## src/core/cursor_y_split_regs.vh

```
// register offsets, field positions and reset values for the vertical block
`ifndef CURSOR_Y_SPLIT_REGS_VH
`define CURSOR_Y_SPLIT_REGS_VH

// ************************************************************
// register byte offsets within the block window
// ************************************************************
`define CURSOR_VERTICAL_POSITION_OFS 16'h8358
`define SPLIT_SCREEN_LINE_THRESHOLD_OFS 16'h835c
`define SCANLINE_STATUS_OFS 16'h8354
`define SPLIT_CONTROL_OFS 16'h8360

// ************************************************************
// field positions
// ************************************************************
`define ROW_SKIP_MSB 15
`define ROW_SKIP_LSB 11
`define CURSOR_Y_MSB 9
`define CURSOR_Y_LSB 0
`define SPLIT_LINE_MSB 10
`define SPLIT_LINE_LSB 0
`define SPLIT_ENABLE_BIT 0
`define CURSOR_ENABLE_BIT 1
`define OFFSET_LATCH_BIT 2

// ************************************************************
// reset values and sizes
// ************************************************************
`define CURSOR_VERTICAL_RESET 32'h0000_0000
`define SPLIT_THRESHOLD_RESET 11'h000
`define SPLIT_CONTROL_RESET 3'h0
`define CURSOR_HEIGHT 6'h20
`define LINE_WIDTH 11

`endif

```

## src/core/cursor_y_split_line_compare.v

```verilog
// cursor vertical position and split-screen line compare with apb registers
// What this block does
// - row-skip field picks first shown cursor line
// - cursor vertical coordinate is top screen line
// - cursor y doubles as start-offset line compare
// - eleven-bit split line threshold field
// - threshold match restarts fetch address at zero
// - restart only while split enable is set
// - eleven-bit scanline counter compared against both
//
// Our own choice: the APB register port.
`timescale 1ns/10ps
`include "cursor_y_split_regs.vh"
module cursor_y_split_line_compare (
   input wire clk,
   input wire rst_n,
   input wire psel,
   input wire penable,
   input wire pwrite,
   input wire [15:0] paddr,
   input wire [31:0] pwdata,
   output wire pready,
   output wire pslverr,
   output reg [31:0] prdata,
   input wire lineStart,
   input wire frameStart,
   input wire [31:0] pendingStartOffset,
   output reg [10:0] scanline_q,
   output reg cursorActive_q,
   output reg [4:0] cursorRow_q,
   output reg fetchRestart_q,
   output reg [31:0] activeStartOffset_q,
   output reg startOffsetLoad_q
);

   // ************************************************************
   // apb slave
   // ************************************************************
   reg [9:0] cursorY_q;
   reg [4:0] rowSkip_q;
   reg [10:0] splitLine_q;
   reg [2:0] control_q;
   reg [31:0] readData;
   reg mapped;
   wire access;
   wire writeEn;

   assign pready = 1'b1;
   assign access = psel && penable;
   assign writeEn = access && pwrite;
   assign pslverr = access && !mapped;

   always @* begin
      readData = 32'h0000_0000;
      mapped = 1'b1;
      case (paddr)
         `CURSOR_VERTICAL_POSITION_OFS: begin
            readData[`ROW_SKIP_MSB:`ROW_SKIP_LSB] = rowSkip_q;
            readData[`CURSOR_Y_MSB:`CURSOR_Y_LSB] = cursorY_q;
         end
         `SPLIT_SCREEN_LINE_THRESHOLD_OFS: begin
            readData[`SPLIT_LINE_MSB:`SPLIT_LINE_LSB] = splitLine_q;
         end
         `SCANLINE_STATUS_OFS: begin
            readData[10:0] = scanline_q;
         end
         `SPLIT_CONTROL_OFS: begin
            readData[2:0] = control_q;
         end
         default: begin
            mapped = 1'b0;
         end
      endcase
   end

   always @(posedge clk or negedge rst_n) begin
      if (!rst_n) begin
         cursorY_q <= 10'h000;
         rowSkip_q <= 5'h00;
         splitLine_q <= `SPLIT_THRESHOLD_RESET;
         control_q <= `SPLIT_CONTROL_RESET;
         prdata <= 32'h0000_0000;
      end else begin
         if (psel && !penable && !pwrite) begin
            prdata <= readData;
         end
         if (writeEn) begin
            case (paddr)
               `CURSOR_VERTICAL_POSITION_OFS: begin
                  rowSkip_q <= pwdata[`ROW_SKIP_MSB:`ROW_SKIP_LSB];
                  // bit 10 and the upper half are dropped
                  cursorY_q <= pwdata[`CURSOR_Y_MSB:`CURSOR_Y_LSB];
               end
               `SPLIT_SCREEN_LINE_THRESHOLD_OFS: begin
                  splitLine_q <= pwdata[`SPLIT_LINE_MSB:`SPLIT_LINE_LSB];
               end
               `SPLIT_CONTROL_OFS: begin
                  control_q <= pwdata[2:0];
               end
               default: begin
               end
            endcase
         end
      end
   end

   // ************************************************************
   // scanline counter
   // ************************************************************
   always @(posedge clk or negedge rst_n) begin
      if (!rst_n) begin
         scanline_q <= 11'h000;
      end else if (frameStart) begin
         scanline_q <= 11'h000;
      end else if (lineStart) begin
         scanline_q <= scanline_q + 11'h001;
      end
   end

   // ************************************************************
   // line compares
   // ************************************************************
   wire splitHit;
   wire cursorHit;
   wire [10:0] cursorTarget;

   assign cursorTarget = {1'b0, cursorY_q};

   line_match #(.WIDTH(`LINE_WIDTH)) splitCmp (
      .clk(clk),
      .rst_n(rst_n),
      .lineCount(scanline_q),
      .target(splitLine_q),
      .lineStart(lineStart),
      .hit_q(splitHit)
   );

   line_match #(.WIDTH(`LINE_WIDTH)) cursorCmp (
      .clk(clk),
      .rst_n(rst_n),
      .lineCount(scanline_q),
      .target(cursorTarget),
      .lineStart(lineStart),
      .hit_q(cursorHit)
   );

   // ************************************************************
   // split-screen fetch restart
   // ************************************************************
   always @(posedge clk or negedge rst_n) begin
      if (!rst_n) begin
         fetchRestart_q <= 1'b0;
      end else begin
         // the fetcher zeroes its address on this pulse and keeps counting
         fetchRestart_q <= splitHit && control_q[`SPLIT_ENABLE_BIT];
      end
   end

   // ************************************************************
   // start offset taken at the cursor line
   // ************************************************************
   always @(posedge clk or negedge rst_n) begin
      if (!rst_n) begin
         activeStartOffset_q <= 32'h0000_0000;
         startOffsetLoad_q <= 1'b0;
      end else begin
         // legacy code changes the offset mid-frame; the cursor should be
         // off meanwhile since both uses share one coordinate
         startOffsetLoad_q <= cursorHit && control_q[`OFFSET_LATCH_BIT];
         if (cursorHit && control_q[`OFFSET_LATCH_BIT]) begin
            activeStartOffset_q <= pendingStartOffset;
         end
      end
   end

   // ************************************************************
   // cursor vertical window
   // ************************************************************
   reg [5:0] rowsLeft_q;
   wire [5:0] shownRows;

   // skipping rows shortens the visible height; cursorRow_q is loaded
   // with rowSkip_q at the cursor line, so it starts at the first shown row
   assign shownRows = `CURSOR_HEIGHT - {1'b0, rowSkip_q};

   always @(posedge clk or negedge rst_n) begin
      if (!rst_n) begin
         rowsLeft_q <= 6'h00;
         cursorActive_q <= 1'b0;
         cursorRow_q <= 5'h00;
      end else if (frameStart || !control_q[`CURSOR_ENABLE_BIT]) begin
         rowsLeft_q <= 6'h00;
         cursorActive_q <= 1'b0;
         cursorRow_q <= 5'h00;
      end else if (cursorHit) begin
         rowsLeft_q <= shownRows - 6'h01;
         cursorActive_q <= 1'b1;
         cursorRow_q <= rowSkip_q;
      end else if (lineStart && cursorActive_q) begin
         if (rowsLeft_q == 6'h00) begin
            cursorActive_q <= 1'b0;
         end else begin
            rowsLeft_q <= rowsLeft_q - 6'h01;
            cursorRow_q <= cursorRow_q + 5'h01;
         end
      end
   end

endmodule

```

## src/core/line_match.v

```verilog
// one equality comparator between the scanline counter and a target line
`timescale 1ns/10ps
module line_match #(
   parameter WIDTH = 11
) (
   input wire clk,
   input wire rst_n,
   input wire [WIDTH-1:0] lineCount,
   input wire [WIDTH-1:0] target,
   input wire lineStart,
   output reg hit_q
);
   // registered so the hit lines up with the first pixel of the line
   always @(posedge clk or negedge rst_n) begin
      if (!rst_n) begin
         hit_q <= 1'b0;
      end else begin
         hit_q <= lineStart && (lineCount == target);
      end
   end
endmodule

```

## config.mk

```make
export PLATFORM = sky130hd
export DESIGN_NAME = cursor_y_split_line_compare
export DESIGN_NICKNAME = d
export VERILOG_FILES = /design/src/core/cursor_y_split_line_compare.v /design/src/core/line_match.v
export VERILOG_INCLUDE_DIRS = /design/src /design/src/core
export SDC_FILE = /design/constraint.sdc
export NUM_CORES = 1
export LEC_CHECK = 0
export CAP_MARGIN = 20
export CORE_UTILIZATION = 45
export CTS_CLUSTER_DIAMETER = 50
export DETAILED_ROUTE_END_ITERATION = 6
export DONT_BUFFER_PORTS = 1
export GPL_ROUTABILITY_DRIVEN = 0
export PLACE_DENSITY = 0.68
export SYNTH_ARGS = -nofsm -noshare
export SYNTH_HDL_FRONTEND = slang
export SYNTH_HIERARCHICAL = 1
export SYNTH_SLANG_ARGS = --single-unit
```

## constraint.sdc

```tcl
create_clock -name clk -period 2.07 [get_ports clk]
set_clock_uncertainty 0.2 [all_clocks]
set_input_delay 0 -clock clk [delete_from_list [all_inputs] [get_ports clk]]
set_output_delay 0 -clock clk [all_outputs]
set_load 0.02 [all_outputs]
```

Yosys cells after proc, flatten, opt, wreduce, memory -nomap -nowiden

Cells that the tools add are included.

$add $sub $neg: 5
Multiply operators: 0
Div/mod/pow operators: 0
Order comparisons: 0
Equal/unequal tests: 7
Shift-type cells: 0
Multiplexer cells: 19
Bitwise logic cells: 0
Reduce and logical (&&, ||, !) cells: 25

Operator list:

| kind                                                  | count |
|---|---|
| equality test 16 bit, second input constant           | 4 |
| 2-to-1 mux 5 bit                                      | 5 |
| 2-to-1 mux 6 bit                                      | 4 |
| 2-to-1 mux 11 bit                                     | 2 |
| case mux 7 bit (3 select lines)                       | 1 |
| case mux 3 bit (4 select lines)                       | 1 |
| subtractor 6 x 1 -> 6 bit, second input constant      | 2 |
| adder 11 x 1 -> 11 bit, second input constant         | 1 |
| equality test 11 x 10 -> 1 bit                        | 1 |
| equality test 11 bit                                  | 1 |
| logical AND 1 bit                                     | 10 |
| AND reduction 2 bit                                   | 5 |
| logical NOT 6 bit                                     | 1 |
| nonzero test 3 bit                                    | 2 |
| subtractor 6 x 5 -> 6 bit, first input constant       | 1 |
| adder 5 x 1 -> 5 bit, second input constant           | 1 |
| 2-to-1 mux 1 bit                                      | 5 |
| logical NOT 1 bit                                     | 4 |
| OR reduction 4 bit                                    | 1 |
| inequality test 3 x 2 -> 1 bit, second input constant | 1 |
| case mux 1 bit (2 select lines)                       | 1 |
| nonzero test 2 bit                                    | 1 |
| logical OR 1 bit                                      | 1 |

Flip-flop bits (word level): 104
Latch bits: 0
RAM bits: 0
ROM bits: 0
Output and inout port bits: 85
Word-level logic and storage cells: 70
Memories: 0

Logic depth before layout (Yosys ltp)

Gate-level depths: netlist (run 1).

Word-level depth: 5
Gate-level depth with buffers: 6
Gate-level depth less buffers: 6

Hierarchy

The synthesis (run 1) kept the hierarchy.

Modules (own cells, without submodules):

| module                      | times used | cells an instance | area an instance (um^2) | seq. area each (um^2) |
|---|---|---|---|---|
| cursor_y_split_line_compare | 1          | 383               | 4722.0                  | 2552.4 |
| line_match                  | 2          | 16                | 150.1                   | 25.0 |

Worst setup path before layout (run 1)

OpenSTA, ideal clock, no wires.

Path type: input to register
Start point: input port paddr[12]
End point: register cursorY_q[0]
Library setup time: 125 ps
Arrival: 1703 ps
Setup slack: 42 ps
Cell stages on the path: 5
Path buffers: 1
Cell sequence: or4b_4 -> or4_4 -> nor2_8 -> buf_12 -> mux2_4

Cells in the longest elaborated chain, start to end: 2

RTL lines:

| what                                 | line                             | text |
|---|---|---|
| from (decl)                          | cursor_y_split_line_compare.v:20 | `input wire [15:0] paddr,` |
| equality test 16 bit                 | cursor_y_split_line_compare.v:88 | `case (paddr)` |
| AND reduction 2 bit (no source line) | -                                |  |
| to (signal assigned)                 | cursor_y_split_line_compare.v:92 | `` cursorY_q <= pwdata[`CURSOR_Y_MSB:`CURSOR_Y_LSB]; `` |
| to (decl)                            | cursor_y_split_line_compare.v:39 | `reg [9:0] cursorY_q;` |

Every way passes these cells.
A chain may end at the register's enable or synchronous reset.

Worst setup path after layout (run 1)

Start point: input port paddr[4]
End point: register control_q[1]

Cells in the longest elaborated chain, start to end: 2

RTL lines:

| what                                 | line                             | text |
|---|---|---|
| equality test 16 bit                 | cursor_y_split_line_compare.v:88 |  |
| AND reduction 2 bit (no source line) | -                                |  |
| to (signal assigned)                 | cursor_y_split_line_compare.v:81 | `` control_q <= `SPLIT_CONTROL_RESET; `` |
| to (signal assigned)                 | cursor_y_split_line_compare.v:98 | `control_q <= pwdata[2:0];` |
| to (decl)                            | cursor_y_split_line_compare.v:42 | `reg [2:0] control_q;` |

Every way passes these cells.

==> results of run 1 <==
[registers in the layout, summed over array words and instances (netlist names), 3 cells and up]
register	flops
activeStartOffset_q	32
control_q	3
cursorRow_q	5
cursorY_q	10
prdata	16
rowSkip_q	5
rowsLeft_q	6
scanline_q	11
splitLine_q	11
[kinds of logic after synthesis]
group,after synthesis,synth area share [%]
flip-flops,104,51.8
AND/OR/NAND/NOR,96,11.0
multiplexers,74,17.2
AO/OA/AOI/OAI,59,7.57
buffers and inverters,40,4.96
XOR/XNOR,36,6.28
adder cells (fa/ha/maj),4,0.997
other,2,0.150
[placed cells by master (no fill, tap or decap), types with 4 or more instances in the layout]
cell and instances:
sky130_fd_sc_hd__dfrtp_1 104, sky130_fd_sc_hd__dlygate4sd3_1 78, sky130_fd_sc_hd__mux2_2 58, sky130_fd_sc_hd__xnor2_1 29, sky130_fd_sc_hd__nand2_1 21, sky130_fd_sc_hd__conb_1 18
sky130_fd_sc_hd__nor2_1 16, sky130_fd_sc_hd__a21oi_1 16, sky130_fd_sc_hd__buf_4 14, sky130_fd_sc_hd__o21ai_0 13, sky130_fd_sc_hd__nand4_1 11, sky130_fd_sc_hd__mux2_4 10
sky130_fd_sc_hd__nor3_1 9, sky130_fd_sc_hd__clkbuf_8 9, sky130_fd_sc_hd__inv_1 7, sky130_fd_sc_hd__xor2_1 7, sky130_fd_sc_hd__a22oi_1 7, sky130_fd_sc_hd__a211oi_1 6
sky130_fd_sc_hd__mux2i_1 6, sky130_fd_sc_hd__nand3_1 6, sky130_fd_sc_hd__a22o_1 5, sky130_fd_sc_hd__nand2b_1 4, sky130_fd_sc_hd__ha_1 4
[power by group]
| group | total, mW | internal (mW) | switching (mW) | leakage (nW) |
|---|---|---|---|---|
| registers | 2.14 | 2.07 | 0.0669 | 1.38 |
| clock network | 1.20 | 0.459 | 0.737 | 0.0925 |
| logic | 0.287 | 0.152 | 0.136 | 1.25 |
[layout make-up]
cell class	instances	share of cell area, %
Clock buffer	9	1.99
Clock inverter	7	0.947
Antenna cell	1	0.0403
Sequential cell	104	41.9
Multi-Input combinational cell	287	36.3
Inverter	7	0.423
Tap cell	140	2.82
Timing Repair Buffer	97	15.5
[metal layers]
layer	vias to the layer above	share of wire, %	global-route usage (%)
met5	-	0	0
met4	0	1.4	6.75
met3	17	7.9	6.36
met2	138	50	38.2
met1	1712	40	25.2
li1	1639	-	-
[worst register-to-register path, stage by stage (launching register included)]
cell and delay [ns]:
sky130_fd_sc_hd__dfrtp_1 0.43, sky130_fd_sc_hd__buf_4 0.20, sky130_fd_sc_hd__or3_1 0.39, sky130_fd_sc_hd__a21oi_1 0.16, sky130_fd_sc_hd__dlygate4sd3_1 0.56
[per-stage QoR]
stage | utilization (%) | setup slack, ns | power, mW | TNS (ns)
after detailed placement | 47.7 | -0.00209 | 2.34 | -0.00240
final | 57.3 | -0.0222 | 3.62 | -0.0412
after global placement | 47.7 | 0.0254 | 2.34 | 0
after floorplan | - | 0.0423 | 2.35 | 0
after global routing | 57.3 | -0.00982 | 3.77 | -0.0206
after CTS | 56.2 | 0.0163 | 3.64 | 0
[synth_stat cells, types with 2 or more instances]
cell,count
sky130_fd_sc_hd__a211oi_1,6
sky130_fd_sc_hd__a21oi_1,16
sky130_fd_sc_hd__a22o_1,5
sky130_fd_sc_hd__a22oi_1,7
sky130_fd_sc_hd__and3_1,3
sky130_fd_sc_hd__and4_1,3
sky130_fd_sc_hd__buf_1,4
sky130_fd_sc_hd__buf_4,17
sky130_fd_sc_hd__clkbuf_1,8
sky130_fd_sc_hd__conb_1,2
sky130_fd_sc_hd__dfrtp_1,104
sky130_fd_sc_hd__ha_1,4
sky130_fd_sc_hd__inv_1,7
sky130_fd_sc_hd__mux2_2,58
sky130_fd_sc_hd__mux2_4,10
sky130_fd_sc_hd__mux2i_1,6
sky130_fd_sc_hd__nand2_1,21
sky130_fd_sc_hd__nand2b_1,4
sky130_fd_sc_hd__nand3_1,6
sky130_fd_sc_hd__nand4_1,11
sky130_fd_sc_hd__nor2_1,16
sky130_fd_sc_hd__nor2b_1,3
sky130_fd_sc_hd__nor3_1,9
sky130_fd_sc_hd__nor3_2,2
sky130_fd_sc_hd__nor4_1,2
sky130_fd_sc_hd__o211ai_1,2
sky130_fd_sc_hd__o21ai_0,15
sky130_fd_sc_hd__or3_1,3
sky130_fd_sc_hd__or4_4,2
sky130_fd_sc_hd__xnor2_1,29
sky130_fd_sc_hd__xor2_1,7
[worst min-delay path by stage]
stage / start / to / slack [ns] / cells after the start
2_1_floorplan: rst_n / activeStartOffset_q[0]$_DFFE_PN0P_ / -0.50 / 0
5_1_grt: rst_n / activeStartOffset_q[18]$_DFFE_PN0P_ / -0.92 / 0
3_3_place_gp: rst_n / prdata[7]$_DFFE_PN0P_ / -0.49 / 0
4_1_cts: rst_n / cursorY_q[1]$_DFFE_PN0P_ / -0.90 / 0
6_report: rst_n / rowsLeft_q[4]$_DFFE_PN0P_ / -0.88 / 0
3_5_place_dp: rst_n / prdata[6]$_DFFE_PN0P_ / -0.49 / 0
[what timing repair did]
action | 4_1_cts | 5_1_grt
hold buffers | 73 | 6
endpoints found under the hold margin | 207 | 123
setup buffers | 0 | 1
endpoints found under the setup margin | 0 | 12
gates resized for setup | 0 | 9
==> implementation parameters, run 1 <==
Parameter                              Value

Worst setup path
  Crit. Startpoint    paddr[4]
  Sort of element at the end of the critical path    flip-flop
  Flop2flop setup slack    0.08 ns
  Required arrival time at the worst endpoint    roughly 2.1 ns
  Number of gates on the worst path with buffers counted    5
  Last element of the critical path    control_q[1]$_DFFE_PN0P_
  Worst reg2reg path startpoint    scanline_q[5]$_DFFE_PN0P_
  Critical path's most frequent cell    sky130_fd_sc_hd__dlygate4sd3_1
  Worst path cell trace    dlygate4sd3_1, nor4b_2, and3_1, dlygate4sd3_1, mux2_2
  Gate family responsible for the most delay along the worst path    buffers and inverters
  Endpoint of the most critical register-to-register path    scanline_q[5]$_DFFE_PN0P_
  Worst-path maximum fanout    2
  Startpoint type of the worst setup path    primary input
  Highest cell delay on the worst timing path    between 0.6 and 0.7 ns
  Worst Setup Path Type    primary input to flip-flop
  Crit path buf inv count    2
  Library cell contributing the largest single delay on the critical path    sky130_fd_sc_hd__dlygate4sd3_1
  Cell depth of the worst flop-to-flop path    4
  Data arrival, critical path    about 2.1 ns

Clocking
  Root Buffer    sky130_fd_sc_hd__clkbuf_8
  Number of sinks on the clock net    about 100
  Clock insertion delay at the later pin of the skew report    0.37 ns
  Clock tree from TritonCTS    done
  H-tree depth    3
  Worst-path clk slew    0.11 ns
  Buffer levels on the longest clock path    2
  Num CTS Buffers    9

Floorplan
  Vertical die dimension    about 110 µm
  Die Span X    around 110 µm
  Die area    0.0116 mm²
  Count of pins on the block boundary    roughly 170
  Starting Density    46.3%
  Floorplan core area    0.0108 mm²
  Placement row count    38

STA
  Final hold slack    -0.881 ns
  Final-report setup violation count    2
  Final max-slew violation count    0
  Relative slew margins    between 60 and 70%
  Achievable clock frequency    0.478 GHz
  PnR worst setup slack    -0.0222 ns
  Pin slew with the least headroom to its limit    0.569 ns
  Final hold violation count    116
  Period utilization    101%
  Final period demand of the worst path    roughly 2.1 ns

Run status
  Failing checks    negative hold slack, negative setup slack
  Run status    finished with violations

Drt
  Wire length reported by the detailed router    between 10000 and 15000 µm
  Post-DRT Antenna Nets    0
  Average wire per standard cell    approximately 19 µm
  Routed via count divided by cell count    5.38
  Pre-Repair DR Iteration Count    4
  Total via count after detailed routing    roughly 3500
  Violation count after the first detailed-routing iteration    ~130
  DRC    0

GRT
  Initial antenna violation count    1
  Overall global routing resource usage    21.7%
  Grt ovf    0
  Maximum number of pins on one net before global-route repair    approximately 110
  Wire length of the first global-routing pass    about 19000 µm
  Via count of the first global-routing pass    between 3000 and 4000

Logic synthesis
  Post-synthesis instance total    415
  Cell type with the highest aggregate area in the netlist    sky130_fd_sc_hd__dfrtp_1
  Number of synthesized flops with an enable pin    0
  Top cells by area in the synthesized netlist    sky130_fd_sc_hd__dfrtp_1 (52%), sky130_fd_sc_hd__mux2_2 (13%), sky130_fd_sc_hd__xnor2_1 (5.1%)
  Count of cell types in the netlist    54
  Synthesized area    0.00502 mm²
  Synthesized flop and latch total    104
  Fraction of synthesis flops using an asynchronous set or reset pin    between 90% and 100%
  Proportion of synthesized chip area in sequential cells    about half
  Fraction of synthesized cell area taken by the top area cell type    about half
  Commonest register cell after synthesis    sky130_fd_sc_hd__dfrtp_1
  Average cell area after synthesis    approximately 12 µm²
  Ys Warns    6

Finish
  Count of placed standard cells in the final layout, fillers left out    between 600 and 700
  Fraction of layout cells with a size suffix above 1    approximately 22%
  Sequential cell area in the final layout    ~0.0026 mm²
  Final standard cell area without fillers    slightly above 0.006 mm²
  Count of fill cells added during filler insertion    890
  Layout Nets    just under 600
  Area added between synthesis and finish    23.7%
  Multi-input logic area    0.00226 mm²

Placement
  Count of input and output buffers    0
  Cell total after placement    555
  Detail Placement HPWL    between 8000 and 9000 µm
  Area post-placement    around 0.0052 mm²

Power and ir drop
  Static power due to leakage    approximately 2.7 nW
  Total power divided by cell area    583 mW/mm²
  Worst vdd rail ir drop    0.417 mV

Worst hold path
  Worst hold-check path type    primary input to asynchronous set/reset pin

Flow run
  Total of max-cap violations    0
(Power assumes the default switching activity.)
==> run 2, diff against run 1 <==
- MAX_ROUTING_LAYER: not set -> met4
==> run 2 against run 1 <==
The flow still finishes with violations (negative hold slack, negative setup slack). Cell area unchanged. Largest cell class unchanged. Register-to-register slack about the same. Sequential cell count unchanged. Setup slack better by 0.0062 ns. Largest power group unchanged. Sequential share of layout area unchanged.
==> implementation parameters, run 2 (synthesis gave the netlist of run 1 again) <==
Parameter                              Value

STA
  Final period demand of the worst path    around 2.1 ns
  Relative slew margins    between 60 and 70%
  Final hold violation count    between 100 and 150
  Summed negative setup slack over all endpoints    -0.0238 ns
  Period utilization    101%
  Pin slew with the least headroom to its limit    ~0.57 ns
  Achievable clock frequency    0.479 GHz
  PnR worst setup slack    -0.0160 ns
  Final max-slew violation count    0
  Final-report setup violation count    2
  Final hold slack    -0.893 ns

Drt
  Post-DRT Antenna Nets    0
  Wire length reported by the detailed router    12300 µm
  Pre-Repair DR Iteration Count    4
  Total via count after detailed routing    roughly 3500
  Average wire per standard cell    18.9 µm
  Violation count after the first detailed-routing iteration    105
  DRC    0
  Routed via count divided by cell count    between 5 and 6

Clocking
  Root Buffer    sky130_fd_sc_hd__clkbuf_8
  Num CTS Buffers    9
  Clock tree from TritonCTS    done
  Number of sinks on the clock net    104
  Worst-path clk slew    0.11 ns
  Buffer levels on the longest clock path    2
  Clock insertion delay at the later pin of the skew report    ~0.37 ns
  H-tree depth    3

Flow run
  Total of max-cap violations    0

GRT
  Via count of the first global-routing pass    3648
  Initial antenna violation count    1
  Wire length of the first global-routing pass    19100 µm
  Maximum number of pins on one net before global-route repair    about 110
  Overall global routing resource usage    22.3%
  Grt ovf    0

Power and ir drop
  P_int    between 2 and 3 mW
  Total power divided by cell area    about 580 mW/mm²
  Static power due to leakage    2.72 nW
  Worst vdd rail ir drop    approximately 0.41 mV
  Switching power summed over all nets    around 950 µW
  Sequential Power Share    around 60%
  Part of the total power dissipated in the clock network    roughly a third
  Power share of the combinational group    roughly 7.9%
  Fraction of power spent switching nets    26.1%

Worst setup path
  Last element of the critical path    control_q[1]$_DFFE_PN0P_
  Data arrival, critical path    about 2.1 ns
  Required arrival time at the worst endpoint    2.13 ns
  Startpoint type of the worst setup path    primary input
  Library cell contributing the largest single delay on the critical path    sky130_fd_sc_hd__dlygate4sd3_1
  Flop2flop setup slack    0.07 ns
  Sort of element at the end of the critical path    flip-flop
  Worst Setup Path Type    primary input to flip-flop
  Crit. Startpoint    paddr[4]
  Worst path cell trace    dlygate4sd3_1, nor4b_2, and3_1, dlygate4sd3_1, mux2_2
  Worst-path maximum fanout    2
  Cell depth of the worst flop-to-flop path    4
  Worst reg2reg path startpoint    scanline_q[5]$_DFFE_PN0P_
  Critical path's most frequent cell    sky130_fd_sc_hd__dlygate4sd3_1
  Endpoint of the most critical register-to-register path    scanline_q[5]$_DFFE_PN0P_
  Highest cell delay on the worst timing path    roughly 0.64 ns

Placement
  Pre-CTS setup slack    -0.00209 ns
  Count of input and output buffers    0
  Detail Placement HPWL    ~8400 µm

Finish
  Reg with most FFs    activeStartOffset_q
  Largest registers    activeStartOffset_q: 32 flops, prdata: 16 flops
  Count of fill cells added during filler insertion    890
  Most frequent standard cell in the layout excluding fill and tap cells    sky130_fd_sc_hd__dfrtp_1
  Most frequent cells in the layout    sky130_fd_sc_hd__dfrtp_1 (104), sky130_fd_sc_hd__dlygate4sd3_1 (78), sky130_fd_sc_hd__mux2_2 (58)
  Number of flip-flops in the largest register    32
  Layout Nets    slightly below 600
  Area added between synthesis and finish    23.7%
  Fraction of layout cells with a size suffix above 1    22.1%

Worst hold path
  Worst hold-check path type    primary input to asynchronous set/reset pin

Floorplan
  Starting Density    between 40% and 50%
  Count of pins on the block boundary    approximately 170
  Floorplan core area    ~0.011 mm²
  Die Span X    around 110 µm
  Placement row count    38
  Vertical die dimension    between 100 and 150 µm
  Die area    0.0116 mm²

Run status
  Run status    finished with violations
  Failing checks    negative hold slack, negative setup slack
run 2: cell counts in the layout (fill, tap and decap cells not counted):
Identical to the previous run, type by type.
run 2: how the worst min path moves through the flow:
| stage | cells past startpoint | to |
|---|---|---|
| 6_report | 0 | rowsLeft_q[5]$_DFFE_PN0P_ |
| 3_5_place_dp | 0 | prdata[6]$_DFFE_PN0P_ |
| 4_1_cts | 0 | cursorY_q[1]$_DFFE_PN0P_ |
| 5_1_grt | 0 | startOffsetLoad_q$_DFF_PN0_ |
| 3_3_place_gp | 0 | prdata[7]$_DFFE_PN0P_ |
| 2_1_floorplan | 0 | activeStartOffset_q[0]$_DFFE_PN0P_ |
run 2: repair_timing:
item / CTS / global route
hold buffers: 73 / 6
setup buffers: 0 / 1
endpoints found under the setup margin: 0 / 12
resized for setup: 0 / 9
endpoints found under the hold margin: 207 / 123
run 2: routing by layer:
layer  routed length [µm]  track usage, %  vias to the layer above
li1                     -               -                     1633
met1                 4990            25.4                     1731
met2                 6240            38.3                      135
met3                  922            6.11                       17
met4                  170            6.75                        0
met5                    0               -                        -
run 2: critical path: cells and delay by family:
kind / cells / cell delay (ns)
and+or+nand+nor: 2 / 0.56
buffers and inverters: 2 / 1.24
muxes: 1 / 0.34
run 2: power by group through the flow:
stage	sequential [mW]	combinational (mW)	clock, mW
final	2.14	0.287	1.21
after floorplan	2.18	0.165	0
after global routing	2.14	0.313	1.31
after detailed placement	2.18	0.168	0
after global placement	2.17	0.164	0
after CTS	2.14	0.271	1.24
run 2: cell type report:
cell class	count	area, µm²	area share (%)
Antenna cell	1	2.50	0.0403
Timing Repair Buffer	97	965	15.5
Tap cell	140	175	2.82
Clock inverter	7	58.8	0.947
Clock buffer	9	124	1.99
Sequential cell	104	2600	41.9
Multi-Input combinational cell	287	2260	36.3
Inverter	7	26.3	0.423
run 2: stage by stage:
stage          instances  utilization [%]  power, mW  area [µm²]
3_5_place_dp         555             47.7       2.34        5170
2_1_floorplan        431                -       2.35        5080
6_report             652             57.3       3.63        6210
5_1_grt              652             57.3       3.77        6210
4_1_cts              644             56.2       3.64        6090
3_3_place_gp         555             47.7       2.34        5170
==> run 3, diff against run 2 <==
- ABC_AREA: not set -> 1
==> run 3 against run 2 <==
The flow finishes with violations (negative hold slack). Via count increased by 31%. Core utilization decreased by 1.8 points. Register-to-register slack improved by 0.28 ns. Count of clock-buffer cells in the layout increased by 2. Critical endpoint is now pslverr. Largest cell class unchanged. Highest routed layer unchanged.
==> implementation parameters, run 3 <==
Parameter                              Value

Run status
  Run status    finished with violations
  Failing checks    negative hold slack

Drt
  Average wire per standard cell    14.8 µm
  Post-DRT Antenna Nets    0
  Violation count after the first detailed-routing iteration    ~360
  DRC    0
  Total via count after detailed routing    4615
  Wire length reported by the detailed router    about 13000 µm
  Routed via count divided by cell count    approximately 5.1
  Pre-Repair DR Iteration Count    4

Logic synthesis
  Fraction of synthesized cell area taken by the top area cell type    between 40 and 50%
  Average cell area after synthesis    about 7.7 µm²
  Number of synthesized flops with an enable pin    0
  Cell type with the highest aggregate area in the netlist    sky130_fd_sc_hd__dfrtp_1
  Count of cell types in the netlist    37
  Count leader, synth    sky130_fd_sc_hd__nand2_1
  Fraction of synthesis flops using an asynchronous set or reset pin    100%
  Commonest cells post-synth    sky130_fd_sc_hd__nand2_1 (256), sky130_fd_sc_hd__dfrtp_1 (104), sky130_fd_sc_hd__inv_1 (76), sky130_fd_sc_hd__nand3_1 (52), sky130_fd_sc_hd__nor2_1 (34)
  Synthesized area    ~0.0053 mm²
  Commonest register cell after synthesis    sky130_fd_sc_hd__dfrtp_1
  Post-synthesis instance total    691
  Top cells by area in the synthesized netlist    sky130_fd_sc_hd__dfrtp_1 (49%), sky130_fd_sc_hd__nand2_1 (18%), sky130_fd_sc_hd__inv_1 (5.4%)
  Ys Warns    6
  Synthesized flop and latch total    104
  Proportion of synthesized chip area in sequential cells    ~49%

Clocking
  Number of buffers inserted for hold repair after clock tree synthesis    65
  Number of sinks on the clock net    about 100
  H-tree depth    3
  Clock tree from TritonCTS    done
  Worst-path clk slew    around 0.07 ns
  Clock insertion delay at the later pin of the skew report    around 0.35 ns
  Buffer levels on the longest clock path    2
  Num CTS Buffers    9
  Root Buffer    sky130_fd_sc_hd__clkbuf_16
  Buffers inserted by post-CTS timing repair    0

Worst hold path
  Worst hold-check path type    primary input to asynchronous set/reset pin

Finish
  Most frequent standard cell in the layout excluding fill and tap cells    sky130_fd_sc_hd__nand2_1
  Most frequent cells in the layout    sky130_fd_sc_hd__nand2_1 (255), sky130_fd_sc_hd__dfrtp_1 (104), sky130_fd_sc_hd__inv_1 (76)
  Count of fill cells added during filler insertion    roughly 1100
  Count of placed standard cells in the final layout, fillers left out    908
  Largest registers    activeStartOffset_q: 32 flops, prdata: 16 flops
  Sequential cell area in the final layout    between 0.002 and 0.003 mm²
  Area added between synthesis and finish    20.1%
  Number of flip-flops in the largest register    32
  Layout Nets    852
  Final standard cell area without fillers    about 0.0064 mm²
  Multi-input logic area    between 0.002 and 0.0025 mm²
  Reg with most FFs    activeStartOffset_q
  Fraction of layout cells with a size suffix above 1    under 10%
  Number of antenna cells inserted    0

GRT
  Wire length of the first global-routing pass    roughly 22000 µm
  Overall global routing resource usage    roughly a quarter
  Maximum number of pins on one net before global-route repair    between 100 and 150
  Initial antenna violation count    0
  Grt ovf    0
  Via count of the first global-routing pass    roughly 4500

Placement
  Area post-placement    around 0.0054 mm²
  Cell total after placement    between 800 and 900
  Count of input and output buffers    0
  Detail Placement HPWL    8900 µm

STA
  Pin slew with the least headroom to its limit    between 0.6 and 0.7 ns
  Final period demand of the worst path    roughly 2.1 ns
  Final-report setup violation count    0
  RSZ-0062 raised after global routing    true
  Final hold violation count    104
  Final max-slew violation count    0
  Period utilization    between 90% and 100%
  Final hold slack    -0.857 ns
  Achievable clock frequency    0.486 GHz
  Relative slew margins    between 50% and 60%

Floorplan
  Starting Density    ~46%
  Die Span X    around 110 µm
  Count of pins on the block boundary    between 150 and 200
  Die area    approximately 0.012 mm²
  Floorplan core area    approximately 0.011 mm²
  Placement row count    39
  Vertical die dimension    between 100 and 150 µm

Power and ir drop
  Total power divided by cell area    about 630 mW/mm²
  Static power due to leakage    about 3.1 nW
  Worst vdd rail ir drop    between 0.4 and 0.5 mV

Worst setup path
  Startpoint type of the worst setup path    primary input
  Sort of element at the end of the critical path    primary output
  Crit. Startpoint    paddr[2]
  Flop2flop setup slack    between 0.3 and 0.4 ns
  Worst Setup Path Type    primary input to primary output
  Cell depth of the worst flop-to-flop path    9
  Data arrival, critical path    ~1.9 ns
  Worst reg2reg path startpoint    rowsLeft_q[0]$_DFFE_PN0P_
  Required arrival time at the worst endpoint    about 1.9 ns
  Worst-path maximum fanout    4
  Endpoint of the most critical register-to-register path    cursorRow_q[4]$_DFFE_PN0P_

Flow run
  Total of max-cap violations    0
-- run 3: cell types whose count changed after synthesis, moves of 8 or more --
cell | previous run | this run
sky130_fd_sc_hd__nand3_1 | 6 | 52
sky130_fd_sc_hd__mux2_4 | 10 | 0
sky130_fd_sc_hd__xnor2_1 | 29 | 6
sky130_fd_sc_hd__mux2_2 | 58 | 0
sky130_fd_sc_hd__o21ai_0 | 15 | 29
sky130_fd_sc_hd__inv_1 | 7 | 76
sky130_fd_sc_hd__nand4_1 | 11 | 3
sky130_fd_sc_hd__nor2_2 | 0 | 10
sky130_fd_sc_hd__o21ai_1 | 0 | 31
sky130_fd_sc_hd__nand2_1 | 21 | 256
sky130_fd_sc_hd__buf_2 | 1 | 11
sky130_fd_sc_hd__nor2_1 | 16 | 34
-- run 3: worst max-delay path, stage by stage --
cell and delay (ns):
sky130_fd_sc_hd__dlygate4sd3_1 0.57, sky130_fd_sc_hd__nor2_1 0.10, sky130_fd_sc_hd__dlygate4sd3_1 0.55, sky130_fd_sc_hd__nand2_1 0.08
sky130_fd_sc_hd__nor2_4 0.16, sky130_fd_sc_hd__and2_1 0.19, sky130_fd_sc_hd__nor3_2 0.06, sky130_fd_sc_hd__buf_4 0.15
-- run 3: per-stage QoR --
step           util (%)  setup TNS (ns)  setup WS (ns)  power (mW)
3_3_place_gp       47.2               0          0.420        2.23
4_1_cts            55.4               0         0.0349        4.03
6_report           55.5               0         0.0108        3.99
5_1_grt            55.5         -0.0584        -0.0584        4.13
2_1_floorplan         -               0          0.298        2.22
3_5_place_dp       47.2               0          0.363        2.23
-- run 3: timing repair --
item | in CTS | in global routing
setup endpoints to repair | 0 | 3
gates resized for setup | 0 | 4
hold endpoints to repair | 206 | 104
-- run 3: how the worst max path moves through the flow --
stage,slack (ns),to
6_report,0.01,pslverr
5_1_grt,-0.06,pslverr
4_1_cts,0.03,pslverr
3_5_place_dp,0.36,rowsLeft_q[1]$_DFFE_PN0P_
3_3_place_gp,0.42,rowsLeft_q[1]$_DFFE_PN0P_
2_1_floorplan,0.30,scanline_q[8]$_DFFE_PN0P_
-- run 3: layout make-up --
type / count / share of cell area, %
sequential: 104 / 40.9
multi-input combinational: 486 / 35.1
timing repair buffer: 79 / 11.9
inverter: 81 / 4.82
clock buffer: 11 / 3.81
tap: 143 / 2.81
clock inverter: 4 / 0.708
-- run 3: power breakdown --
group / internal [mW] / switching (mW) / leakage (nW)
Clock: 0.958 / 0.728 / 0.145
Sequential: 2.04 / 0.00847 / 1.28
Combinational: 0.120 / 0.134 / 1.67
-- run 3: per-layer routing --
| layer | vias to the layer above | global-route usage [%] | part of all wire [%] |
|---|---|---|---|
| met2 | 159 | 37.5 | 49 |
| li1 | 2273 | - | - |
| met1 | 2142 | 29.1 | 43 |
| met5 | - | - | 0 |
| met3 | 41 | 4.88 | 5.5 |
| met4 | 0 | 11.2 | 3.2 |
-- run 3: cell families after synthesis --
kind of cell               synth area share [%]
other                                     0.142
DFF                                        49.1
xor gates and xnor gates                   1.82
and+or+nand+nor                            29.5
buffers and inverters                      10.2
AOI/OAI and AO/OA                          8.29
adders and majority gates                 0.944
